[src/rtl/cpu_special_regs_pkg.sv]
// Constants, layouts and types of the processor special register bank
package cpu_special_regs_pkg;
    // Register indices; byte address on the bus is four times the index
    localparam logic [7:0] IDX_GUARD = 8'h04;
    localparam logic [7:0] IDX_EXT = 8'h0b;
    localparam logic [7:0] IDX_SP_LOW = 8'h0d;
    localparam logic [7:0] IDX_SP_HIGH = 8'h0e;
    localparam logic [7:0] IDX_FLAGS = 8'h0f;
    localparam int ADDR_W = 12;
    localparam int IDX_LSB = 2;

    // Guard keys
    localparam logic [7:0] SELF_PROGRAM_KEY = 8'h9d;
    localparam logic [7:0] IO_UNLOCK_KEY = 8'hd8;
    // Instructions that a key or a stack pointer low write covers
    localparam logic [2:0] WINDOW_INSTRS = 3'h4;
    localparam logic [2:0] CNT_ZERO = 3'h0;
    localparam logic [2:0] CNT_ONE = 3'h1;

    // Reset values; stack pointer starts at the top of an 8 KB SRAM at 0x6000
    localparam logic [7:0] GUARD_RESET = 8'h00;
    localparam logic [7:0] EXT_RESET = 8'h00;
    localparam logic [15:0] SP_RESET = 16'h7fff;
    localparam logic [15:0] SP_MASK = 16'h7fff;
    localparam logic [7:0] EXT_MASK = 8'h01;

    // Flags register bit positions
    localparam int FLG_IE = 7;
    localparam int FLG_T = 6;
    localparam int FLG_H = 5;
    localparam int FLG_S = 4;
    localparam int FLG_V = 3;
    localparam int FLG_N = 2;
    localparam int FLG_Z = 1;
    localparam int FLG_C = 0;
    // Arithmetic update mask/value bit positions: H V N Z C
    localparam int ALU_H = 4;
    localparam int ALU_V = 3;
    localparam int ALU_N = 2;
    localparam int ALU_Z = 1;
    localparam int ALU_C = 0;

    localparam logic [31:0] RDATA_ZERO = 32'h0000_0000;

    // Guard window mode; codes equal the read-back bits
    typedef enum logic [1:0] {
        WIN_NONE = 2'b00,
        WIN_IO = 2'b01,
        WIN_SPM = 2'b10
    } window_mode_t;
endpackage : cpu_special_regs_pkg

[src/rtl/cpu_special_regs.sv]
// Processor special register bank: guard, stack pointer, flags, pointer extension
// Function
// Valid key opens protected access for the next four executed instructions.
// No interrupt service while the guard window is open; resume afterwards.
// Guard bit 0 reads one while the I/O unlock window is open.
// Guard bit 1 reads one while the self-programming window is open.
// Guard bits 7 to 2 always read zero.
// Key 0x9D enables self-programming, 0xD8 unlocks protected I/O.
// An executed write instruction closes the guard window early.
// Reset loads the stack pointer with the highest SRAM address.
// Stack pointer keeps only implemented bits; the rest read zero.
// Stack pointer low byte at base offset, high byte at base plus one.
// Low byte write blocks interrupts four instructions or until next I/O write.
// Flags bit 7 is the global interrupt enable.
// Interrupt entry and return never change the global enable.
// Enable instruction sets, disable instruction clears the global enable.
// Changing the global enable by register write costs one wait state.
// Flags bit 6 is the bit store target and bit load source.
// Flags bit 5 follows half carry of supporting arithmetic.
// Flags bit 4 always equals negative XOR overflow.
// Flags bit 3 follows two's complement overflow.
// Flags bits 2, 1, 0 follow negative, zero and carry results.
// Extension byte prefixes the third index pointer for far program accesses.
// Extension byte is the address top byte; unimplemented bits read zero.
//
// Our own choice: the APB register port.
`timescale 1ns/100ps
`default_nettype none
module cpu_special_regs (
    input wire logic sys_clk,
    input wire logic reset_n,
    input wire logic clk_en,
    // APB slave
    input wire logic psel,
    input wire logic penable,
    input wire logic pwrite,
    input wire logic [cpu_special_regs_pkg::ADDR_W-1:0] paddr,
    input wire logic [31:0] pwdata,
    output logic [31:0] prdata,
    output logic pready,
    output logic pslverr,
    // Execution side
    input wire logic instr_done,
    input wire logic write_instr_done,
    input wire logic io_write,
    input wire logic irq_on_instr,
    input wire logic irq_off_instr,
    input wire logic bit_store_instr,
    input wire logic bit_store_val,
    input wire logic [4:0] alu_flag_mask,
    input wire logic [4:0] alu_flag_val,
    input wire logic sp_we,
    input wire logic [15:0] sp_wval,
    input wire logic far_access,
    input wire logic [15:0] z_pointer,
    // State towards the core
    output logic io_unlock_active,
    output logic self_prog_active,
    output logic irq_allowed,
    output logic bit_load_val,
    output logic [7:0] flags_out,
    output logic [15:0] stack_pointer,
    output logic [7:0] upper_pointer_extension,
    output logic [23:0] far_address
);
    import cpu_special_regs_pkg::*;

    typedef struct packed {
        window_mode_t mode;
        logic [2:0] guard_cnt;
        logic [2:0] hold_cnt;
        logic ie;
        logic t;
        logic h;
        logic sgn;
        logic v;
        logic n;
        logic z;
        logic c;
        logic [15:0] sp;
        logic [7:0] ext;
        logic [23:0] far_addr;
        logic irq_ok;
        logic [31:0] rdata;
        logic ready;
        logic err;
        logic waited;
    } state_t;

    state_t st_q;
    state_t st_d;

    function automatic logic hit(input logic [ADDR_W-1:0] a, input logic [7:0] idx);
        hit = (a[ADDR_W-1:IDX_LSB] == {{(ADDR_W-IDX_LSB-$bits(idx)){1'b0}}, idx})
            && (a[IDX_LSB-1:0] == '0);
    endfunction : hit

    function automatic logic [7:0] flags_of(input state_t s);
        flags_of = {s.ie, s.t, s.h, s.sgn, s.v, s.n, s.z, s.c};
    endfunction : flags_of

    logic setup;
    logic done;
    logic wr_done;
    logic mapped;
    logic guard_wr;
    logic key_io;
    logic key_spm;
    logic spl_wr;
    logic sph_wr;
    logic flags_wr;
    logic ext_wr;
    logic ie_change;

    always_comb begin
        setup = psel && !penable;
        done = psel && penable && st_q.ready;
        wr_done = done && pwrite;
        mapped = hit(paddr, IDX_GUARD) || hit(paddr, IDX_EXT) || hit(paddr, IDX_SP_LOW)
            || hit(paddr, IDX_SP_HIGH) || hit(paddr, IDX_FLAGS);
        guard_wr = wr_done && hit(paddr, IDX_GUARD);
        key_io = guard_wr && (pwdata[7:0] == IO_UNLOCK_KEY);
        key_spm = guard_wr && (pwdata[7:0] == SELF_PROGRAM_KEY);
        spl_wr = wr_done && hit(paddr, IDX_SP_LOW);
        sph_wr = wr_done && hit(paddr, IDX_SP_HIGH);
        flags_wr = wr_done && hit(paddr, IDX_FLAGS);
        ext_wr = wr_done && hit(paddr, IDX_EXT);
        ie_change = pwrite && hit(paddr, IDX_FLAGS) && (pwdata[FLG_IE] != st_q.ie);
    end

    always_comb begin
        st_d = st_q;

        // Guard window; a fresh key wins over a closing event in the same cycle
        if (key_io) begin
            st_d.mode = WIN_IO;
            st_d.guard_cnt = WINDOW_INSTRS;
        end else if (key_spm) begin
            st_d.mode = WIN_SPM;
            st_d.guard_cnt = WINDOW_INSTRS;
        end else if (st_q.mode != WIN_NONE) begin
            if (write_instr_done) begin
                st_d.mode = WIN_NONE;
                st_d.guard_cnt = CNT_ZERO;
            end else if (instr_done) begin
                st_d.guard_cnt = st_q.guard_cnt - CNT_ONE;
                if (st_q.guard_cnt == CNT_ONE) begin
                    st_d.mode = WIN_NONE;
                end
            end
        end

        // Interrupt hold after a low byte write
        if (spl_wr) begin
            st_d.hold_cnt = WINDOW_INSTRS;
        end else if (wr_done || io_write) begin
            st_d.hold_cnt = CNT_ZERO;
        end else if (instr_done && st_q.hold_cnt != CNT_ZERO) begin
            st_d.hold_cnt = st_q.hold_cnt - CNT_ONE;
        end

        // Stack pointer: bus bytes, then core loads
        if (spl_wr) begin
            st_d.sp[7:0] = pwdata[7:0] & SP_MASK[7:0];
        end
        if (sph_wr) begin
            st_d.sp[15:8] = pwdata[7:0] & SP_MASK[15:8];
        end
        if (sp_we) begin
            st_d.sp = sp_wval & SP_MASK;
        end

        if (ext_wr) begin
            st_d.ext = pwdata[7:0] & EXT_MASK;
        end

        // Flags: bus write first, instruction effects override it
        if (flags_wr) begin
            st_d.ie = pwdata[FLG_IE];
            st_d.t = pwdata[FLG_T];
            st_d.h = pwdata[FLG_H];
            st_d.v = pwdata[FLG_V];
            st_d.n = pwdata[FLG_N];
            st_d.z = pwdata[FLG_Z];
            st_d.c = pwdata[FLG_C];
        end
        // Interrupt entry and return have no path to the enable bit
        if (irq_on_instr) begin
            st_d.ie = 1'b1;
        end else if (irq_off_instr) begin
            st_d.ie = 1'b0;
        end
        if (bit_store_instr) begin
            st_d.t = bit_store_val;
        end
        if (alu_flag_mask[ALU_H]) begin
            st_d.h = alu_flag_val[ALU_H];
        end
        if (alu_flag_mask[ALU_V]) begin
            st_d.v = alu_flag_val[ALU_V];
        end
        if (alu_flag_mask[ALU_N]) begin
            st_d.n = alu_flag_val[ALU_N];
        end
        if (alu_flag_mask[ALU_Z]) begin
            st_d.z = alu_flag_val[ALU_Z];
        end
        if (alu_flag_mask[ALU_C]) begin
            st_d.c = alu_flag_val[ALU_C];
        end

        // Sign kept in a flop so the flags output has no gate after the register
        st_d.sgn = st_d.n ^ st_d.v;

        // Far address uses the extension byte as it stood before this cycle
        if (far_access) begin
            st_d.far_addr = {st_q.ext, z_pointer};
        end

        // Registered so the core sees a glitch-free permission
        st_d.irq_ok = st_d.ie && (st_d.mode == WIN_NONE)
            && (st_d.hold_cnt == CNT_ZERO);

        // Bus answer: one access cycle, two when the write flips the enable
        if (setup) begin
            st_d.ready = !ie_change;
            st_d.waited = ie_change;
            st_d.err = !mapped;
        end else if (st_q.waited) begin
            st_d.ready = 1'b1;
            st_d.waited = 1'b0;
        end else if (done) begin
            st_d.ready = 1'b0;
            st_d.err = 1'b0;
        end

        // Read data tracks the address every cycle; sampled by the master one edge later
        if (hit(paddr, IDX_GUARD)) begin
            st_d.rdata = {30'h0000_0000, st_q.mode};
        end else if (hit(paddr, IDX_EXT)) begin
            st_d.rdata = {24'h00_0000, st_q.ext};
        end else if (hit(paddr, IDX_SP_LOW)) begin
            st_d.rdata = {24'h00_0000, st_q.sp[7:0]};
        end else if (hit(paddr, IDX_SP_HIGH)) begin
            st_d.rdata = {24'h00_0000, st_q.sp[15:8]};
        end else if (hit(paddr, IDX_FLAGS)) begin
            st_d.rdata = {24'h00_0000, flags_of(st_q)};
        end else begin
            st_d.rdata = RDATA_ZERO;
        end
    end

    always_ff @(posedge sys_clk or negedge reset_n) begin
        if (!reset_n) begin
            st_q.mode <= WIN_NONE;
            st_q.guard_cnt <= CNT_ZERO;
            st_q.hold_cnt <= CNT_ZERO;
            st_q.ie <= 1'b0;
            st_q.t <= 1'b0;
            st_q.h <= 1'b0;
            st_q.sgn <= 1'b0;
            st_q.v <= 1'b0;
            st_q.n <= 1'b0;
            st_q.z <= 1'b0;
            st_q.c <= 1'b0;
            st_q.sp <= SP_RESET;
            st_q.ext <= EXT_RESET;
            st_q.far_addr <= '0;
            st_q.irq_ok <= 1'b0;
            st_q.rdata <= RDATA_ZERO;
            st_q.ready <= 1'b0;
            st_q.err <= 1'b0;
            st_q.waited <= 1'b0;
        end else if (clk_en) begin
            st_q <= st_d;
        end
    end

    assign prdata = st_q.rdata;
    assign pready = st_q.ready;
    assign pslverr = st_q.err;
    assign io_unlock_active = st_q.mode[0];
    assign self_prog_active = st_q.mode[1];
    assign irq_allowed = st_q.irq_ok;
    assign bit_load_val = st_q.t;
    assign flags_out = flags_of(st_q);
    assign stack_pointer = st_q.sp;
    assign upper_pointer_extension = st_q.ext;
    assign far_address = st_q.far_addr;

    AST_KEY_OPENS_IO: assert property (
        @(posedge sys_clk) disable iff (!reset_n)
        clk_en && key_io |=> io_unlock_active && !self_prog_active
    ) else $error("I/O unlock key did not open the I/O window");

    AST_KEY_OPENS_SPM: assert property (
        @(posedge sys_clk) disable iff (!reset_n)
        clk_en && key_spm |=> self_prog_active && !io_unlock_active
    ) else $error("Self-programming key did not open its window");

    AST_GUARD_HIGH_ZERO: assert property (
        @(posedge sys_clk) disable iff (!reset_n)
        done && !pwrite && hit(paddr, IDX_GUARD) |-> prdata[7:2] == 6'h00
    ) else $error("Guard upper bits read non-zero");

    AST_WINDOW_NO_IRQ: assert property (
        @(posedge sys_clk) disable iff (!reset_n)
        (io_unlock_active || self_prog_active) |-> !irq_allowed
    ) else $error("Interrupts allowed inside guard window");

    AST_FOURTH_CLOSES: assert property (
        @(posedge sys_clk) disable iff (!reset_n)
        clk_en && st_q.mode != WIN_NONE && st_q.guard_cnt == CNT_ONE && instr_done && !guard_wr
        |=> !io_unlock_active && !self_prog_active
    ) else $error("Guard window outlived four instructions");

    AST_FOUR_INSTR_OPEN: assert property (
        @(posedge sys_clk) disable iff (!reset_n)
        clk_en && (io_unlock_active || self_prog_active) && st_q.guard_cnt != CNT_ONE
        && !write_instr_done |=> io_unlock_active || self_prog_active
    ) else $error("Guard window closed before four instructions");

    AST_WRITE_CLOSES: assert property (
        @(posedge sys_clk) disable iff (!reset_n)
        clk_en && st_q.mode != WIN_NONE && write_instr_done && !guard_wr
        |=> !io_unlock_active && !self_prog_active
    ) else $error("Write instruction did not close guard window");

    AST_SPL_HOLD: assert property (
        @(posedge sys_clk) disable iff (!reset_n)
        clk_en && spl_wr |=> !irq_allowed
    ) else $error("Interrupts allowed right after stack low write");

    AST_SP_UNUSED_ZERO: assert property (
        @(posedge sys_clk) disable iff (!reset_n)
        (stack_pointer & ~SP_MASK) == 16'h0000
    ) else $error("Unimplemented stack pointer bits set");

    AST_SIGN_XOR: assert property (
        @(posedge sys_clk) disable iff (!reset_n)
        flags_out[FLG_S] == (flags_out[FLG_N] ^ flags_out[FLG_V])
    ) else $error("Sign flag differs from N xor V");

    AST_IE_WAIT: assert property (
        @(posedge sys_clk) disable iff (!reset_n)
        clk_en && setup && ie_change ##1 clk_en ##1 clk_en |-> !$past(pready) && pready
    ) else $error("Enable change did not insert one wait state");

    AST_IRQ_ON: assert property (
        @(posedge sys_clk) disable iff (!reset_n)
        clk_en && irq_on_instr |=> flags_out[FLG_IE]
    ) else $error("Enable instruction did not set global enable");

    AST_IE_GATES_IRQ: assert property (
        @(posedge sys_clk) disable iff (!reset_n)
        !flags_out[FLG_IE] |-> !irq_allowed
    ) else $error("Interrupts allowed with global enable clear");

    AST_FAR_ADDR: assert property (
        @(posedge sys_clk) disable iff (!reset_n)
        clk_en && far_access |=> far_address == {$past(st_q.ext), $past(z_pointer)}
    ) else $error("Far address not formed from extension and pointer");

    AST_GUARD_READBACK: assert property (
        @(posedge sys_clk) disable iff (!reset_n)
        clk_en && hit(paddr, IDX_GUARD) |=> prdata[1:0] == {$past(self_prog_active), $past(io_unlock_active)}
    ) else $error("Guard read-back bits differ from window state");

    AST_IRQ_OFF: assert property (
        @(posedge sys_clk) disable iff (!reset_n)
        clk_en && irq_off_instr && !irq_on_instr |=> !flags_out[FLG_IE]
    ) else $error("Disable instruction did not clear global enable");

    AST_READY_PULSE: assert property (
        @(posedge sys_clk) disable iff (!reset_n)
        clk_en && pready |=> !pready
    ) else $error("Bus ready stood for more than one cycle");

    AST_IO_WRITE_ENDS_HOLD: assert property (
        @(posedge sys_clk) disable iff (!reset_n)
        clk_en && io_write && !spl_wr |=> st_q.hold_cnt == CNT_ZERO
    ) else $error("I/O write did not end the stack interrupt hold");
endmodule : cpu_special_regs
`default_nettype wire

[config.mk]
export PLATFORM = sky130hd
export DESIGN_NAME = cpu_special_regs
export DESIGN_NICKNAME = d
export VERILOG_FILES = /design/src/rtl/cpu_special_regs_pkg.sv /design/src/rtl/cpu_special_regs.sv
export SDC_FILE = /design/constraint.sdc
export NUM_CORES = 1
export LEC_CHECK = 0
export ABC_AREA = 1
export CAP_MARGIN = 20
export CORE_MARGIN = 1
export CORE_UTILIZATION = 40
export CTS_BUF_LIST = sky130_fd_sc_hd__clkbuf_4
export CTS_CLUSTER_DIAMETER = 100
export DETAILED_ROUTE_END_ITERATION = 8
export DONT_BUFFER_PORTS = 1
export HOLD_SLACK_MARGIN = 0.05
export PLACE_DENSITY = 0.57
export SYNTH_ARGS = -nofsm -noshare
export SYNTH_HDL_FRONTEND = slang
export SYNTH_SLANG_ARGS = --single-unit
[constraint.sdc]
create_clock -name sys_clk -period 1.87 [get_ports sys_clk]
set_clock_uncertainty 0.05 [all_clocks]
set_input_delay 0.561 -clock sys_clk [delete_from_list [all_inputs] [get_ports sys_clk]]
set_output_delay 0.561 -clock sys_clk [all_outputs]
set_load 0.01 [all_outputs]
# After elaboration in Yosys (flattened, before gate mapping)
# Index checks and enable logic that the tools add are counted.
# totals
reg_bits,86
out_inout_bits,94
# classes
add_sub_neg,2
n_eq_ne,10
n_mux,31
bitwise,1
n_reduce_logical,55
# op_table
operator,count
8-bit two-way mux,7
10-bit by 4-bit == test with 1-bit output (second input constant),4
5-bit two-way mux,5
1-bit logical AND,21
2-bit AND reduction,9
8-bit == test (second input constant),2
16-bit two-way mux,1
2-bit nonzero test,8
3-bit two-way mux,5
10-bit by 3-bit == test with 1-bit output (second input constant),1
1-bit two-way mux,10
3-bit nonzero test,3
3-bit AND reduction,2
3-bit by 1-bit subtractor with 3-bit output (second input constant),2
1-bit logical OR,5
2-bit logical NOT,2
2-bit two-way mux,2
4-bit two-way mux,1
4-bit nonzero test,1
3-bit by 1-bit == test with 1-bit output (second input constant),1
1-bit logical NOT,3
3-bit logical NOT,1
2-bit by 1-bit != test with 1-bit output (second input constant),1
1-bit != test,1
1-bit bitwise XOR,1

# Depth between registers and ports, before layout
# depth
depth_word,10
mapped_depth,13
ltp_nobuf,13

# Worst setup path after synthesis
# No wires, ideal clock.
# synth_path
path_kind,input to register
startpoint,input paddr[9] in the netlist's numbering
endpoint,"register st_q, in the netlist pready"
setup_time_ns,0.133
arrival_time_ns,1.504
path_slack_ns,0.183
stages,9
path_buffers,1
path_cell_list,nor2_1 nand2_2 nor2_8 buf_6 nand2_2 inv_2 o211ai_1 a21oi_1 o21ai_0
# synth_between
elab_chain_cells,6
# synth_rtl
item,line_no,rtl
"start, declared",cpu_special_regs.sv:37,"input wire logic [cpu_special_regs_pkg::ADDR_W-1:0] paddr,"
10-bit by 4-bit == test with 1-bit output,cpu_special_regs.sv:94,"hit = (a[ADDR_W-1:IDX_LSB] == {{(ADDR_W-IDX_LSB-$bits(idx)){1'b0}}, idx})"
1-bit logical AND,cpu_special_regs.sv:95,&& (a[IDX_LSB-1:0] == '0);
1-bit logical AND (2 in a row),cpu_special_regs.sv:128,"ie_change = pwrite && hit(paddr, IDX_FLAGS) && (pwdata[FLG_IE] != st_q.ie);"
1-bit logical NOT,cpu_special_regs.sv:226,st_d.ready = !ie_change;
3-bit two-way mux,cpu_special_regs.sv:225,if (setup) begin
"end signal, assigned",cpu_special_regs.sv:275,st_q <= st_d;
"end, declared",cpu_special_regs.sv:90,state_t st_q;
# Every way passes these cells.
# A chain may end at the register's enable or synchronous reset.

# Final worst setup path
# layout_path
startpoint,"register st_q, in the netlist stack_pointer[13]"
endpoint,output stack_pointer[13]
# layout_rtl
item,line_no,rtl
"end, declared",cpu_special_regs.sv:62,"output logic [15:0] stack_pointer,"
# No word-level cell between the ends.

==> qor.csv <==
stage;metric;value;unit
critical_path;critPathRequiredTime;1260;ps
sta;min_period;1620;ps
clock_tree;cts_buffers;9;
floorplan;coreArea;9770;um^2
routing;drt-total-wl;9.31;mm
clock_tree;clockBufferDepth;2;
floorplan;rows;36;
routing;drc;0;
yosys;ys_types;36;
sta;timing.hold.ws;-208;ps
sta;rsz0062_at_grt;false;
pwr;powerDensity;868;nW/um^2
global_routing;track_usage;0.187;
yosys;yosysSeqAreaShare;0.383;
layout;final.fill_count;1041;
critical_path;startpoint_type;flip-flop;
sta;setup_tns;0;ps
clock_tree;cts-root-buf;clkbuf_4;
layout;num_antenna_cells;0;
yosys;synth_area_leader_cell;dfrtp_1;
sta;final-setup-viol-count;0;
floorplan;die_w;102;um
layout;final-seq-area;1550;um^2
sta;max_slew_margin;0.649;
pwr;vdd_drop_max;0.000371;V
clock_tree;cts.sinks;61;
pwr;comb_power_share;0.160;
sta;period_share;0.867;
routing;ant_nets;0;
clock_tree;post_cts_buffers;0;
worst_hold_path;holdCritPathClass;primary input to asynchronous set/reset pin;
sta;setup_ws;248;ps
routing;drt-pass1-iter-count;4;
placed_design;place_area;3700;um^2
routing;wire_per_inst;15.5;um
yosys;yosys-top-cells-area;dfrtp_1, buf_4, nand2_1, dfstp_2, inv_1;
yosys;synth_area;4030;um^2
pwr;p_sw_frac;0.314;
critical_path;crit_path_start;stack_pointer[13];
yosys;yosys_warnings;0;
critical_path;critical_path_class;flip-flop to primary output;
placed_design;dp_cells;584;
yosys;synth_edf_count;0;
global_routing;grt_antenna_before_repair;0;
yosys;synth_area_per_cell;8.01;um^2
clock_tree;cts_tree;yes;
yosys;synth_cells;503;
layout;area_growth;-4.31;%
yosys;synth_compound_area_frac;0.109;
pwr;p_int;2.30;mW
global_routing;first_global_vias;2859;
yosys;synth_flop_cell;dfrtp_1;
yosys;post-synth-top-count-cell;nand2_1;
clock_tree;clk_latency;410;ps
pwr;p_seq_frac;0.518;
layout;multi_input_area;1710;um^2
clock_tree;clkTransAtPathRegs;120;ps
placed_design;dp_hpwl;7.33;mm
global_routing;grt-ovfl-total;0;
routing;via_per_inst;4.91;
sta;fmax;617;MHz
floorplan;dieHeight;102;um
status;status;finished, violations left;
yosys;synth_commonest_cells;nand2_1, buf_4, inv_1, nor2_1, dfrtp_1;
floorplan;initial_utilization;0.412;
yosys;async_flop_share;1.00;
routing;via_count;2944;
floorplan;dieArea;10500;um^2
layout;final_cells;600;
sta;final_hold_viol_count;61;
critical_path;arrival;1010;ps
yosys;synth_xor_area_frac;0.00435;
sta;slew_viol_final;0;
layout;final_area;3860;um^2
status;violations;negative hold slack;
routing;drt_iter0_markers;202;
critical_path;timing.rr.start;pready;
pwr;clkPwrFrac;0.322;
yosys;synthAdderAreaFrac;0.0124;
yosys;synth.mux.area_fraction;0.0447;
sta;worstMarginPinSlew;526;ps
clock_tree;post_cts_resized;0;
yosys;synth_top_cell_area_share;0.286;
placed_design;port_buffers;0;
global_routing;grt_pass1_wl;14.5;mm
global_routing;grt_start_max_net_pins;62;
yosys;ys_seq_elements;61;
layout;fin_nets;567;
pwr;p_sw;1.05;mW
run;cap_violations;0;
clock_tree;htreeDepth;3;
layout;drive_gt1_frac;0.161;
placed_design;place_ws;-14.4;ps
pwr;p_leak;1.88;nW
yosys;synth-simple-area-share;0.217;
floorplan;io_pins;195;
yosys;synth_top_family_by_area;buffers and inverters;
critical_path;worstSetupEndpointType;primary output;
critical_path;crit_fanout;3;
placed_design;gp_congestion;0.848;
## worst register-to-register path: cells and delay by family, from the launching register on
kind,cells,cell delay (ps)
AND/OR/NAND/NOR,9,1090
flip-flops,1,380
## layer usage
layer / global-route usage / wire, um / vias up
met2: 0.295 / 4160 / 157
met4: 0.0868 / 119 / 0
met5: 0 / 0 / -
met3: 0.0705 / 986 / 10
met1: 0.226 / 4040 / 1351
li1: - / - / 1426
## kinds of logic after synthesis
group                    Yosys count
multiplexers                      16
other                              1
XOR/XNOR                           2
AO/OA/AOI/OAI                     72
flip-flops                        61
buffers and inverters            150
AND/OR/NAND/NOR                  197
adder cells (fa/ha/maj)            4
## power by group through the flow
stage               sequential [mW]  combinational, mW  clock (mW)
floorplan                      1.63              0.755           0
global placement               1.76              0.516           0
detailed placement             1.76              0.536           0
CTS                            1.74              0.539        1.12
global route                   1.77              0.628        1.19
finish                         1.73              0.537        1.08
## path summary, 6_finish.rpt
| check | cells after the start | slack, ps | endpoint |
|---|---|---|---|
| setup reg to reg | 9 | 260 | flags_out[4] |
| min in group sys_clk | 1 | 200 | flags_out[7] |
| hold / removal | 0 | -210 | prdata[6] |
| setup / recovery | 0 | 250 | stack_pointer[13] |
| hold reg to reg | 2 | 450 | st_q[96] |
| max in group asynchronous | 0 | 1770 | stack_pointer[8] |
## layout by cell type (no fill, tap or decap), types with 5 or more instances in the layout
master	count
a21oi_1	9
a31oi_1	14
buf_4	9
clkbuf_4	10
conb_1	39
dfrtp_1	46
dfstp_2	15
inv_1	49
mux2_2	16
nand2_1	109
nand3_1	13
nand4_1	8
nor2_1	49
o211ai_1	6
o21ai_0	24
o21ai_1	6
o31ai_1	5
## stage by stage
stage	power [mW]	utilization
floorplan	2.39	-
detailed placement	2.30	0.378
finish	3.35	0.395
global placement	2.27	0.378
CTS	3.40	0.395
global route	3.58	0.395
## final cells by class
type	count	share of cell area
Clock buffer	10	0.0195
Clock inverter	6	0.0224
Inverter	50	0.0487
Multi-Input combinational cell	330	0.443
Sequential cell	61	0.401
Tap cell	133	0.0431
Timing Repair Buffer	10	0.0227
## sequential cells by signal (all words and copies together) (netlist names)
| signal | cells |
|---|---|
| far_address | 17 |
| stack_pointer | 15 |
| prdata | 8 |
| flags_out | 7 |
| st_q | 7 |
| bit_load_val | 1 |
| io_unlock_active | 1 |
| irq_allowed | 1 |
| pready | 1 |
| pslverr | 1 |
| self_prog_active | 1 |
| upper_pointer_extension | 1 |
Note: power is estimated with default switching activity, not from simulation.
